==> src/core/adc_compute_params.svh <==
`ifndef ADC_COMPUTE_PARAMS_SVH
`define ADC_COMPUTE_PARAMS_SVH
// ****************************************
// register offsets (byte addresses)
// ****************************************
`define OFS_CTRL        8'h00
`define OFS_CFG         8'h04
`define OFS_RESULT      8'h08
`define OFS_ACC         8'h0c
`define OFS_COUNT       8'h10
`define OFS_FILTER      8'h14
`define OFS_PREV        8'h18
`define OFS_THRESH      8'h1c
`define OFS_IRQ_STAT    8'h20
`define OFS_IRQ_MASK    8'h24
`define OFS_ID          8'h28
// ****************************************
// field positions
// ****************************************
`define CTRL_GO_BIT     0
`define CFG_MODE_LSB    0
`define CFG_CLR_BIT     3
`define CFG_SHIFT_LSB   4
`define CFG_PSRC_BIT    7
`define IRQ_THR_BIT     0
`define IRQ_DONE_BIT    1
`define IRQ_OVF_BIT     2
// ****************************************
// reset values and limits
// ****************************************
`define CFG_RST         8'h00
`define THRESH_RST      16'hffff
`define IRQ_MASK_RST    3'h0
`define SHIFT_MAX       3'h5
`define DEVICE_ID_VAL   32'h0000_a5c1
// ****************************************
// timing: 11 converter clocks plus 3 instruction cycles
// ****************************************
`define CONV_CLK_PERIODS   11
`define INSTR_CYCLES       3
`define CONV_CLK_NS        1000
`define INSTR_CYCLE_NS     40
`define CLK_SYS_NS         10
`define CONV_CYCLES  ((`CONV_CLK_PERIODS*`CONV_CLK_NS + `INSTR_CYCLES*`INSTR_CYCLE_NS \
                      + `CLK_SYS_NS - 1) / `CLK_SYS_NS)
`endif

==> src/core/adc_compute_pkg.sv <==
package adc_compute_pkg;
  // operating modes of the computation stage
  typedef enum logic [2:0] {
    MODE_BASIC   = 3'b000,
    MODE_ACCUM   = 3'b001,
    MODE_AVERAGE = 3'b010,
    MODE_BURST   = 3'b011,
    MODE_LOWPASS = 3'b100
  } compute_mode_t;

  // conversion sequencer states
  typedef enum logic [1:0] {
    ST_IDLE    = 2'b00,
    ST_CONVERT = 2'b01,
    ST_COMPUTE = 2'b10
  } seq_state_t;

  // register bus request
  typedef struct packed {
    logic [7:0]  addr;
    logic [31:0] wdata;
    logic        wr;
    logic        rd;
  } reg_req_t;

  // result word from the converter core
  typedef struct packed {
    logic        valid;
    logic [9:0]  data;
  } conv_result_t;
endpackage

==> src/core/adc_result_computation.sv <==
`include "adc_compute_params.svh"

module adc_result_computation
  import adc_compute_pkg::*;
(
  input  wire logic         clk_sys,
  input  wire logic         rst,
  input  wire logic [7:0]   reg_addr,
  input  wire logic [31:0]  reg_wdata,
  input  wire logic         reg_wr,
  input  wire logic         reg_rd,
  output logic      [31:0]  reg_rdata,
  input  wire logic [9:0]   conv_data,
  input  wire logic         conv_valid,
  output logic              conv_start,
  output logic              irq
);

  // ****************************************
  // bus request bundle
  // ****************************************
  reg_req_t     req;
  conv_result_t res_in;
  assign req    = '{addr: reg_addr, wdata: reg_wdata, wr: reg_wr, rd: reg_rd};
  assign res_in = '{valid: conv_valid, data: conv_data};

  // write decode shared by every register
  function automatic logic wr_hit(input reg_req_t r, input logic [7:0] ofs);
    wr_hit = r.wr && (r.addr == ofs);
  endfunction

  localparam logic [15:0] CONV_CNT = 16'(`CONV_CYCLES);

  // ****************************************
  // state
  // ****************************************
  seq_state_t   state_r,     state_nxt;
  logic         go_r,        go_nxt;
  logic [7:0]   cfg_r,       cfg_nxt;
  logic [15:0]  timer_r,     timer_nxt;
  logic [9:0]   result_r,    result_nxt;
  logic [17:0]  acc_r,       acc_nxt;
  logic         ovf_r,       ovf_nxt;
  logic [7:0]   count_r,     count_nxt;
  logic [15:0]  filter_r,    filter_nxt;
  logic [15:0]  prev_r,      prev_nxt;
  logic [15:0]  thresh_r,    thresh_nxt;
  logic [2:0]   irq_stat_r,  irq_stat_nxt;
  logic [2:0]   irq_mask_r,  irq_mask_nxt;
  logic [31:0]  rdata_r,     rdata_nxt;
  logic         start_r,     start_nxt;

  compute_mode_t mode;
  logic [2:0]    shift_sel;
  logic [18:0]   acc_sum;
  logic [2:0]    irq_set;
  logic [15:0]   shifted;

  assign mode      = compute_mode_t'(cfg_r[`CFG_MODE_LSB +: 3]);
  assign shift_sel = cfg_r[`CFG_SHIFT_LSB +: 3];
  assign acc_sum   = {1'b0, acc_r} + {9'h000, result_r};
  // stored accumulator, shifted: threshold value for mode codes above MODE_LOWPASS
  assign shifted   = 16'(acc_r >> shift_sel);

  // ****************************************
  // next-state computation
  // ****************************************
  always_comb
  begin
    state_nxt    = state_r;
    go_nxt       = go_r;
    cfg_nxt      = cfg_r;
    timer_nxt    = timer_r;
    result_nxt   = result_r;
    acc_nxt      = acc_r;
    ovf_nxt      = ovf_r;
    count_nxt    = count_r;
    filter_nxt   = filter_r;
    prev_nxt     = prev_r;
    thresh_nxt   = thresh_r;
    irq_mask_nxt = irq_mask_r;
    irq_set      = 3'h0;
    start_nxt    = 1'b0;
    // software writes
    if (wr_hit(req, `OFS_CFG))
    begin
      cfg_nxt = req.wdata[7:0];
    end
    if (wr_hit(req, `OFS_THRESH))
    begin
      thresh_nxt = req.wdata[15:0];
    end
    if (wr_hit(req, `OFS_IRQ_MASK))
    begin
      irq_mask_nxt = req.wdata[2:0];
    end
    // clear command acts in one cycle then drops itself
    if (cfg_r[`CFG_CLR_BIT])
    begin
      acc_nxt                = 18'h00000;
      ovf_nxt                = 1'b0;
      count_nxt              = 8'h00;
      cfg_nxt[`CFG_CLR_BIT]  = wr_hit(req, `OFS_CFG) && req.wdata[`CFG_CLR_BIT];
    end
    // conversion sequencer
    unique case (state_r)
      ST_IDLE:
      begin
        if (wr_hit(req, `OFS_CTRL) && req.wdata[`CTRL_GO_BIT])
        begin
          go_nxt    = 1'b1;
          start_nxt = 1'b1;
          timer_nxt = CONV_CNT - 16'h0002;
          prev_nxt  = cfg_r[`CFG_PSRC_BIT] ? filter_r : {6'h00, result_r};
          state_nxt = ST_CONVERT;
        end
      end
      ST_CONVERT:
      begin
        if (res_in.valid)
        begin
          result_nxt = res_in.data;
        end
        if (timer_r == 16'h0000)
        begin
          state_nxt = ST_COMPUTE;
        end
        else
        begin
          timer_nxt = timer_r - 16'h0001;
        end
      end
      ST_COMPUTE:
      begin
        if (mode != MODE_BASIC && mode <= MODE_LOWPASS)
        begin
          acc_nxt = acc_sum[17:0];
          if (acc_sum[18])
          begin
            ovf_nxt    = 1'b1;
            irq_set[`IRQ_OVF_BIT] = 1'b1;
          end
          count_nxt  = (count_r == 8'hff) ? count_r : count_r + 8'h01;
          // filter takes the accumulator including this sample, low bits dropped
          filter_nxt = 16'(acc_sum[17:0] >> shift_sel);
        end
        // threshold runs in every mode, basic included
        if ((mode == MODE_BASIC) ? ({6'h00, result_r} > thresh_r) :
            (mode <= MODE_LOWPASS) ? (16'(acc_sum[17:0] >> shift_sel) > thresh_r) :
            (shifted > thresh_r))
        begin
          irq_set[`IRQ_THR_BIT] = 1'b1;
        end
        irq_set[`IRQ_DONE_BIT] = 1'b1;
        go_nxt    = 1'b0;
        state_nxt = ST_IDLE;
      end
      default:
      begin
        state_nxt = ST_IDLE;
      end
    endcase
    // status: hardware set wins over write-one-to-clear
    irq_stat_nxt = irq_stat_r;
    if (wr_hit(req, `OFS_IRQ_STAT))
    begin
      irq_stat_nxt = irq_stat_r & ~req.wdata[2:0];
    end
    irq_stat_nxt = irq_stat_nxt | irq_set;
    // read data one cycle after the strobe
    rdata_nxt = 32'h00000000;
    if (req.rd)
    begin
      unique case (req.addr)
        `OFS_CTRL:     rdata_nxt = {31'h0, go_r};
        `OFS_CFG:      rdata_nxt = {24'h0, cfg_r};
        `OFS_RESULT:   rdata_nxt = {22'h0, result_r};
        `OFS_ACC:      rdata_nxt = {13'h0, ovf_r, acc_r};
        `OFS_COUNT:    rdata_nxt = {24'h0, count_r};
        `OFS_FILTER:   rdata_nxt = {16'h0, filter_r};
        `OFS_PREV:     rdata_nxt = {16'h0, prev_r};
        `OFS_THRESH:   rdata_nxt = {16'h0, thresh_r};
        `OFS_IRQ_STAT: rdata_nxt = {29'h0, irq_stat_r};
        `OFS_IRQ_MASK: rdata_nxt = {29'h0, irq_mask_r};
        `OFS_ID:       rdata_nxt = `DEVICE_ID_VAL; // arbitrary identification value
        default:       rdata_nxt = 32'h00000000;
      endcase
    end
  end

  // ****************************************
  // registers
  // ****************************************
  always_ff @(posedge clk_sys)
  begin
    if (rst)
    begin
      state_r    <= ST_IDLE;
      go_r       <= 1'b0;
      cfg_r      <= `CFG_RST;
      timer_r    <= 16'h0000;
      result_r   <= 10'h000;
      acc_r      <= 18'h00000;
      ovf_r      <= 1'b0;
      count_r    <= 8'h00;
      filter_r   <= 16'h0000;
      prev_r     <= 16'h0000;
      thresh_r   <= `THRESH_RST;
      irq_stat_r <= 3'h0;
      irq_mask_r <= `IRQ_MASK_RST;
      rdata_r    <= 32'h00000000;
      start_r    <= 1'b0;
    end
    else
    begin
      state_r    <= state_nxt;
      go_r       <= go_nxt;
      cfg_r      <= cfg_nxt;
      timer_r    <= timer_nxt;
      result_r   <= result_nxt;
      acc_r      <= acc_nxt;
      ovf_r      <= ovf_nxt;
      count_r    <= count_nxt;
      filter_r   <= filter_nxt;
      prev_r     <= prev_nxt;
      thresh_r   <= thresh_nxt;
      irq_stat_r <= irq_stat_nxt;
      irq_mask_r <= irq_mask_nxt;
      rdata_r    <= rdata_nxt;
      start_r    <= start_nxt;
    end
  end

  // outputs
  assign reg_rdata  = rdata_r;
  assign conv_start = start_r;
  assign irq        = |(irq_stat_r & irq_mask_r);

endmodule // adc_result_computation

==> config.mk <==
export PLATFORM = sky130hd
export DESIGN_NAME = adc_result_computation
export DESIGN_NICKNAME = d
export VERILOG_FILES = /design/src/core/adc_compute_pkg.sv /design/src/core/adc_result_computation.sv
export VERILOG_INCLUDE_DIRS = /design/src /design/src/core
export SDC_FILE = /design/constraint.sdc
export NUM_CORES = 1
export LEC_CHECK = 0
export BUFFER_PORTS_ARGS = -buffer_cell sky130_fd_sc_hd__buf_2
export CORE_AREA = 2 2 132 134
export DETAILED_ROUTE_END_ITERATION = 6
export DIE_AREA = 0 0 134 136
export PLACE_DENSITY_LB_ADDON = 0.15
export RECOVER_POWER = 100
export SLEW_MARGIN = 15
export SYNTH_ARGS = -nofsm -noshare
export SYNTH_HDL_FRONTEND = slang
export SYNTH_SLANG_ARGS = --single-unit
==> constraint.sdc <==
create_clock -name clk_sys -period 4.5 [get_ports clk_sys]
set_clock_uncertainty 0.2 [all_clocks]
set_input_delay 0.675 -clock clk_sys [delete_from_list [all_inputs] [get_ports clk_sys]]
set_output_delay 0.675 -clock clk_sys [all_outputs]
set_load 0.03 [all_outputs]
==> flow_summary.json, run 1 <==
{
  "synthCells": 1112,
  "fin_crit_ps": 4420,
  "placed_cell_area_um2": 9820,
  "total_power_mw": 2.75,
  "slew_viol_final": 29,
  "dp.cells": 1407,
  "ys_seq_elements": 138,
  "yosysTopAreaCellShare": 0.308,
  "ys_async_sr_fraction": 0,
  "instances_no_fill": 1450,
  "root_buffer": "clkbuf_16",
  "drc": 0,
  "via_count": 8848,
  "min_path_type": "reg2reg",
  "grt_pass1_vias": 8408,
  "grt.overflow.total": 0,
  "rsz0062_at_grt": "true",
  "cpMostUsedCell": "a21o_1",
  "cp_max_fo": 6,
  "die_y_um": 136,
  "path_cells": "ha_4 > fa_2 > a211oi_4 > o21bai_2 > a211oi_2 > buf_4 > buf_4 > o22ai_2 > a311oi_2 > o221ai_2 > nor2_1 > a21oi_2 > ha_1 > a21o_1 > a21o_1 > a211oi_2 > o21bai_1 > a21o_1 > a221oi_2 > o32a_1 > o22ai_1",
  "synth_cell_type_count": 82,
  "synth_area_per_cell_um2": 8.06,
  "cts.sinks": 138,
  "hp-start": "prev_r[15]$_SDFFE_PP0P_",
  "clk_pin_slew_ps": 60,
  "hold_buffers": 0,
  "avgRoutedWirePerCell_um": 19.6,
  "p_sw_frac": 0.230,
  "combPwrFrac": 0.029,
  "fin_util": 0.624,
  "yosysMostFrequentCell": "dfxtp_1",
  "synthTopCellsByCount": "dfxtp_1, nor2_1, nand2_1",
  "vias_per_cell": 6.10,
  "grt_pass1_wl_um": 45200,
  "cts_buffer_depth": 2,
  "pin_count": 89,
  "grt_use_total": 0.320,
  "ir_worst_vdd_mv": 0.246,
  "io_buffers": 59,
  "antenna_found_initial": 0,
  "reg2regPathDepth": 21,
  "finalCritPeriodShare": 0.983,
  "clock.fmax_ghz": 0.226,
  "die_area_um2": 18200,
  "num_antenna_cells": 0,
  "synth_warnings": 0,
  "setup_violations": 0,
  "status": "finished with violations",
  "die_w_um": 134,
  "final_area_um2": 10500,
  "ys_seq_area_frac": 0.308,
  "core_um2": 16900,
  "fillCellCount": 1524,
  "holdPathStages": 2,
  "clock_latency_ps": 430,
  "synth_enable_flop_cells": 0,
  "first_pass_iters": 6,
  "internal-power_mw": 2.12,
  "tritoncts": "built",
  "nets": 1325,
  "cp-end-kind": "flip-flop",
  "mappedNetlistArea_um2": 8960,
  "cts_made_buffers": 17,
  "tns_ps": 0,
  "core.rowCount": 48,
  "worstPathArrival_ps": 4520,
  "place.gp.congestion": 0.964,
  "powerDensity_nw_per_um2": 261,
  "path_class": "reg2reg",
  "grt_max_degree": 72,
  "wl_um": 28400,
  "cp_slowest_stage_delay_ps": 370,
  "synth_top_cell_by_area": "dfxtp_1",
  "ant_nets": 0,
  "crit_start": "acc_r[0]$_SDFF_PP0_",
  "switchingPower_mw": 0.631,
  "pwr-share-seq": 0.445,
  "clkPwrFrac": 0.526,
  "worstPathRequired_ps": 4590,
  "p_leak_nw": 4.43,
  "cts.htree.levels": 4,
  "failed_checks": "capacitance limit, slew limit",
  "rr_startpoint": "acc_r[0]$_SDFF_PP0_",
  "synth_area_leaders": "dfxtp_1, ha_1, a21oi_1",
  "start_kind": "flip-flop",
  "synthFlopType": "dfxtp_1",
  "start_util": 0.531,
  "tightest_slew_ps": 1530,
  "hold_viol_final": 0,
  "max_slew_margin": -0.0207,
  "drt_iter0_markers": 794,
  "cpMaxStageDelayCell": "fa_2",
  "max-cap-violations": 1,
  "dp_hpwl_um": 20500,
  "area_growth_pct": 17.6,
  "drive_gt1_frac": 0.177
}
==> sequential cells by signal (all words and copies together) (netlist names), 2 cells and up <==
signal	cells
acc_r	18
cfg_r	8
count_r	8
filter_r	16
irq_mask_r	3
irq_stat_r	3
prev_r	16
reg_rdata	19
result_r	10
state_r	2
thresh_r	16
timer_r	16
==> logic make-up (layout without fill, tap and decap cells) <==
family / after synthesis / in the layout / synth area share
AO/OA/AOI/OAI: 300 / 300 / 0.230
other: 1 / 13 / 0.000419
buffers and inverters: 115 / 216 / 0.0557
multiplexers: 55 / 55 / 0.0697
AND/OR/NAND/NOR: 413 / 413 / 0.223
flip-flops: 138 / 138 / 0.308
XOR/XNOR: 33 / 33 / 0.0323
adder cells (fa/ha/maj): 57 / 57 / 0.0804
==> worst paths after layout <==
check / slack, ps / endpoint
setup / recovery: 80 / irq_stat_r[0]$_SDFF_PP0_
hold / removal: 250 / prev_r[15]$_SDFFE_PP0P_
setup reg to reg: 80 / irq_stat_r[0]$_SDFF_PP0_
hold reg to reg: 250 / prev_r[15]$_SDFFE_PP0P_
==> critical path, delay by kind of cell, from the launching register on <==
family	cells	cell delay, ps
AOI/OAI and AO/OA	15	2490
adders and majority gates	3	820
buffers and inverters	2	300
DFF	1	330
and+or+nand+nor	1	130
==> power groups by stage <==
stage               logic [mW]  clock network [mW]  registers, mW
floorplan               0.0565                   0           1.25
global placement        0.0771                   0           1.25
detailed placement      0.0777                   0           1.25
CTS                     0.0783                1.46           1.22
global route            0.0857                1.51           1.22
finish                  0.0792                1.45           1.22
==> per-layer routing <==
layer  vias up  global-route usage  part of all wire  wire (um)
met5         -                   0                 0          0
met4         0               0.136             0.038       1090
met3        74              0.0485             0.065       1850
met2       388               0.520              0.47      13300
met1      4155               0.424              0.43      12200
li1       4231                   -                 -          -
==> what timing repair did <==
item	CTS	global route
endpoints found under the setup margin	1	1
pin swaps	6	20
gates resized for setup	4	13
buffers inserted	6	6
==> area by class of cell <==
class,count,area [um2],area share
clock buffer,18,429,0.0408
clock inverter,13,169,0.0160
inverter,33,124,0.0118
multi-input combinational,871,5800,0.551
sequential,138,2770,0.263
tap,225,282,0.0267
timing repair buffer,152,962,0.0914
==> placed cells by master, fill, tap and decap left out, drive strengths merged, types with 30 or more instances in the layout <==
master / n
a21oi: 99
nand3: 47
clkbuf: 43
mux2i: 38
inv: 33
nor2: 122
nand2: 119
dfxtp: 138
ha: 56
o21ai: 39
nand3b: 30
buf: 127
==> through the flow <==
step	worst slack, ps	hold slack, ps
5_1_grt	-84.0	262
2_1_floorplan	109	231
4_1_cts	2.41	239
3_3_place_gp	-96.8	241
6_report	75.6	255
3_5_place_dp	-133	245
Note: power is estimated with default switching activity, not from simulation.
==> inputs of run 2 (changes only) <==
Settings changed: CORE_AREA 2 2 132 134 to 2 2 248 128, DIE_AREA 0 0 134 136 to 0 0 250 130, RECOVER_POWER 100 to 25.
==> run 2 against run 1 <==
Compared with the run above: the flow finishes with violations (setup timing); sequential power is essentially flat; fmax shrank 1.9%; cell count grew 14%; worst setup slack lost 88 ps; flip-flop and latch count is the same; first-iteration DRC count grew 27%; critical path type unchanged; critical endpoint unchanged; largest cell class unchanged.
==> flow_summary.json, run 2 (same netlist as run 1, synthesis figures left out) <==
{
  "status": "finished with violations",
  "failed_checks": "setup timing",
  "whs_ps": 241,
  "area_growth_pct": 22.2,
  "max-cap-violations": 0,
  "root_buffer": "clkbuf_16",
  "critPathTopFamily": "compound AO/OA/AOI/OAI gates",
  "max_slew_margin": 0.156,
  "hold_viol_final": 0,
  "tritoncts": "built",
  "tns_ps": -12.4,
  "start_util": 0.291,
  "grt_max_degree": 71,
  "num_antenna_cells": 0,
  "die_w_um": 250,
  "first_pass_iters": 5,
  "cp_max_fo": 5,
  "io_buffers": 59,
  "fin_crit_ps": 4510,
  "nets": 1343,
  "layout_commonest_cell": "dfxtp_1",
  "finalCritPeriodShare": 1.00,
  "dp_hpwl_um": 26900,
  "placed_cell_area_um2": 10200,
  "worstPathRequired_ps": 4600,
  "grt_pass1_vias": 8236,
  "multi_input_area_um2": 5830,
  "drive_gt1_frac": 0.195,
  "rsz0062_at_grt": "true",
  "place.gp.congestion": 0.902,
  "cts_made_buffers": 17,
  "core.rowCount": 46,
  "cpMaxStageDelayCell": "fa_2",
  "cp_slowest_stage_delay_ps": 370,
  "hold_buffers": 0,
  "pin_count": 89,
  "vias_per_cell": 5.40,
  "grt_use_total": 0.221,
  "final_cell_mix": "dfxtp_1, nor2_1, nand2_1",
  "avgRoutedWirePerCell_um": 21.5,
  "clk_pin_slew_ps": 70,
  "cp-end-kind": "flip-flop",
  "wl_um": 35500,
  "antenna_found_initial": 0,
  "path_cells": "ha_4 > fa_2 > a211oi_4 > o21bai_2 > a211oi_2 > buf_4 > nor2_2 > o32a_1 > o211ai_1 > o21a_1 > a21oi_2 > ha_1 > a21o_1 > a21o_1 > a211oi_2 > o21bai_1 > a21o_1 > a221oi_2 > o32a_1 > o22ai_1",
  "tightest_slew_ps": 1270,
  "powerDensity_nw_per_um2": 251,
  "cts.sinks": 138,
  "setup_ws_ps": -12.4,
  "final_area_um2": 10900,
  "cts.htree.levels": 4,
  "p_leak_nw": 4.54,
  "total_power_mw": 2.75,
  "drc": 0,
  "core_um2": 30700,
  "drt_iter0_markers": 1008,
  "grt_pass1_wl_um": 53400,
  "fillCellCount": 3281,
  "setup_violations": 1,
  "cts_buffer_depth": 2,
  "worstPathArrival_ps": 4610,
  "via_count": 8919,
  "largest_reg_flops": 19,
  "die_area_um2": 32500,
  "ant_nets": 0,
  "worst-path-buf-inv": 1,
  "fin_util": 0.356,
  "clock.fmax_ghz": 0.222,
  "ir_worst_vdd_mv": 0.271,
  "slew_viol_final": 0,
  "min_path_type": "in2reg",
  "path_class": "reg2reg",
  "start_kind": "flip-flop",
  "cpMostUsedCell": "a21o_1",
  "grt.overflow.total": 0,
  "die_y_um": 130,
  "seq_area_um2": 2770,
  "clock_latency_ps": 440
}
[run 2: what timing repair did]
action / 4_1_cts / 5_1_grt
resized for setup: 11 / 12
buffers inserted: 19 / 3
cloned: 0 / 0
endpoints found under the setup margin: 1 / 2
pin swaps: 15 / 17
[run 2: worst paths after layout]
path	startpoint	to	slack, ps	cells past startpoint
worst max-delay path	result_r[0]$_SDFFE_PP0P_	irq_stat_r[0]$_SDFF_PP0_	-10	20
worst min-delay path	reg_wdata[10]	thresh_r[10]$_SDFFE_PP1P_	240	3
worst max register to register	result_r[0]$_SDFFE_PP0P_	irq_stat_r[0]$_SDFF_PP0_	-10	20
worst min register to register	prev_r[14]$_SDFFE_PP0P_	prev_r[14]$_SDFFE_PP0P_	250	2
[run 2: worst register-to-register path: cells and delay by family (launching register included)]
kind	cells	cell delay [ps]
adder cells (fa/ha/maj)	3	840
buffers and inverters	1	200
AND/OR/NAND/NOR	1	60
AO/OA/AOI/OAI	15	2740
flip-flops	1	340
[run 2: layout make-up]
class	instances	area share
Clock buffer	21	0.0439
Clock inverter	11	0.00983
Inverter	33	0.0113
Multi-Input combinational cell	871	0.533
Sequential cell	138	0.253
Tap cell	408	0.0466
Timing Repair Buffer	170	0.103
[run 2: through the flow]
| stage | setup slack (ps) | std cells |
|---|---|---|
| final | -12.4 | 1652 |
| after global routing | -180 | 1652 |
| after CTS | -2.43 | 1652 |
| after detailed placement | -282 | 1601 |
| after global placement | -169 | 1601 |
| after floorplan | 109 | 1124 |
[run 2: power breakdown]
group	internal [mW]	switching (mW)	leakage, nW
sequential	1.22	0.000893	1.11
combinational	0.0226	0.0614	3.14
clock	0.825	0.613	0.286
[run 2: routing by layer]
layer	wire [um]	GRT usage	up-vias
met5	0	0	-
met4	250	0.0391	0
met3	3700	0.0678	19
met2	12300	0.269	392
met1	19300	0.362	4219
li1	-	-	4289
==> inputs of run 3 (changes only) <==
Settings changed: CORE_AREA 2 2 248 128 to 2 2 193 100, DIE_AREA 0 0 250 130 to 0 0 195 102.
==> run 3 against run 2 <==
Compared with the run above: the run still ends with setup timing left; flip-flop and latch count unchanged; clock-buffer cell count is 2 lower; die area fell by 39%; critical path type unchanged.
==> flow_summary.json, run 3 (same netlist as run 1, synthesis figures left out) <==
{
  "fin_util": 0.583,
  "clock_latency_ps": 430,
  "worstPathRequired_ps": 4590,
  "max_slew_margin": 0.363,
  "core.rowCount": 35,
  "die_area_um2": 19900,
  "grt_pass1_wl_um": 46900,
  "failed_checks": "setup timing",
  "hold_viol_final": 0,
  "area_growth_pct": 18.0,
  "setup_ws_ps": -56.3,
  "clock.fmax_ghz": 0.219,
  "ir_worst_vdd_mv": 0.264,
  "start_kind": "flip-flop",
  "cpMostUsedCell": "a21o_1",
  "finalCritPeriodShare": 1.01,
  "via_count": 9054,
  "die_w_um": 195,
  "status": "finished with violations",
  "vias_per_cell": 6.16,
  "cp_max_fo": 6,
  "slew_viol_final": 0,
  "num_antenna_cells": 0,
  "grt.overflow.total": 0,
  "cts.sinks": 138,
  "cts_made_buffers": 17,
  "holdPathStages": 2,
  "cts_buffer_depth": 2,
  "setup_violations": 1,
  "die_y_um": 102,
  "fin_crit_ps": 4560,
  "grt_pass1_vias": 8595,
  "avgRoutedWirePerCell_um": 20.5,
  "grt_use_total": 0.306,
  "first_pass_iters": 6,
  "cts.htree.levels": 4,
  "dp_hpwl_um": 22300,
  "path_class": "reg2reg",
  "tightest_slew_ps": 954,
  "drc": 0,
  "cpMaxStageDelayCell": "fa_2",
  "instances_no_fill": 1469,
  "antenna_found_initial": 0,
  "min_path_type": "reg2reg",
  "tritoncts": "built",
  "placed_cell_area_um2": 9930,
  "ant_nets": 0,
  "clk_pin_slew_ps": 70,
  "pin_count": 89,
  "tns_ps": -56.3,
  "core_um2": 18100,
  "powerDensity_nw_per_um2": 258,
  "p_leak_nw": 4.45,
  "rsz0062_at_grt": "true",
  "root_buffer": "clkbuf_16",
  "wl_um": 30100,
  "start_util": 0.494,
  "dp.cells": 1433,
  "place_ws_ps": -184,
  "nets": 1328,
  "drt_iter0_markers": 832,
  "path_cells": "ha_4 > fa_2 > a211oi_4 > o21bai_2 > a211oi_2 > buf_4 > nor2_4 > o32a_1 > o211ai_1 > o21a_1 > a21oi_2 > ha_1 > a21o_1 > a21o_1 > a211oi_2 > o21bai_1 > a21o_1 > a221oi_2 > o32a_1 > o22ai_1",
  "final_area_um2": 10600,
  "largest_reg_flops": 19,
  "grt_max_degree": 83,
  "cp-end-kind": "flip-flop",
  "final_cell_mix": "dfxtp_1, nand2_1, nor2_1",
  "layout_commonest_cell": "dfxtp_1",
  "cp_slowest_stage_delay_ps": 370,
  "worstPathArrival_ps": 4650,
  "drive_gt1_frac": 0.183,
  "place.gp.congestion": 0.934,
  "max-cap-violations": 0,
  "io_buffers": 59,
  "reg2regPathDepth": 20
}
-- run 3: worst max-delay path, delay by kind of cell, from the launching register on --
kind                     cells  cell delay [ps]
adder cells (fa/ha/maj)      3              860
AND/OR/NAND/NOR              1               40
AO/OA/AOI/OAI               15             2790
flip-flops                   1              340
buffers and inverters        1              190
-- run 3: path summary, 6_finish.rpt --
check / startpoint / to / slack, ps
setup / recovery: acc_r[0]$_SDFF_PP0_ / irq_stat_r[0]$_SDFF_PP0_ / -60
hold / removal: prev_r[12]$_SDFFE_PP0P_ / prev_r[12]$_SDFFE_PP0P_ / 250
setup reg to reg: acc_r[0]$_SDFF_PP0_ / irq_stat_r[0]$_SDFF_PP0_ / -60
hold reg to reg: prev_r[12]$_SDFFE_PP0P_ / prev_r[12]$_SDFFE_PP0P_ / 250
-- run 3: layer usage --
layer  track usage  wire length, um
met1         0.436            14100
met2         0.461            12500
met3        0.0776             2990
met4        0.0816              551
met5             0                0
-- run 3: layout make-up --
type | instances | area [um2]
inverters | 33 | 124
fillers | 1692 | 7550
clock buffers | 19 | 443
flip-flops and latches | 138 | 2770
multi-input cells | 871 | 5810
well taps | 240 | 300
clock inverters | 13 | 134
repair buffers | 155 | 997
-- run 3: report_power, final --
group / internal (mW) / leakage, nW / switching (mW)
sequential: 1.22 / 1.11 / 0.000936
combinational: 0.0227 / 3.05 / 0.0582
clock: 0.794 / 0.279 / 0.633
total: 2.04 / 4.45 / 0.692
-- run 3: timing repair --
action                                  4_1_cts  5_1_grt
pin swaps                                     4       19
gates resized for setup                       6       12
hold buffers                                  0        0
endpoints found under the setup margin        1        1
setup buffers                                 1        3
-- run 3: metrics by stage --
| stage | hold WS (ps) | power, mW |
|---|---|---|
| 6_report | 254 | 2.73 |
| 3_3_place_gp | 238 | 1.33 |
| 2_1_floorplan | 231 | 1.31 |
| 3_5_place_dp | 246 | 1.33 |
| 5_1_grt | 261 | 2.79 |
| 4_1_cts | 244 | 2.74 |
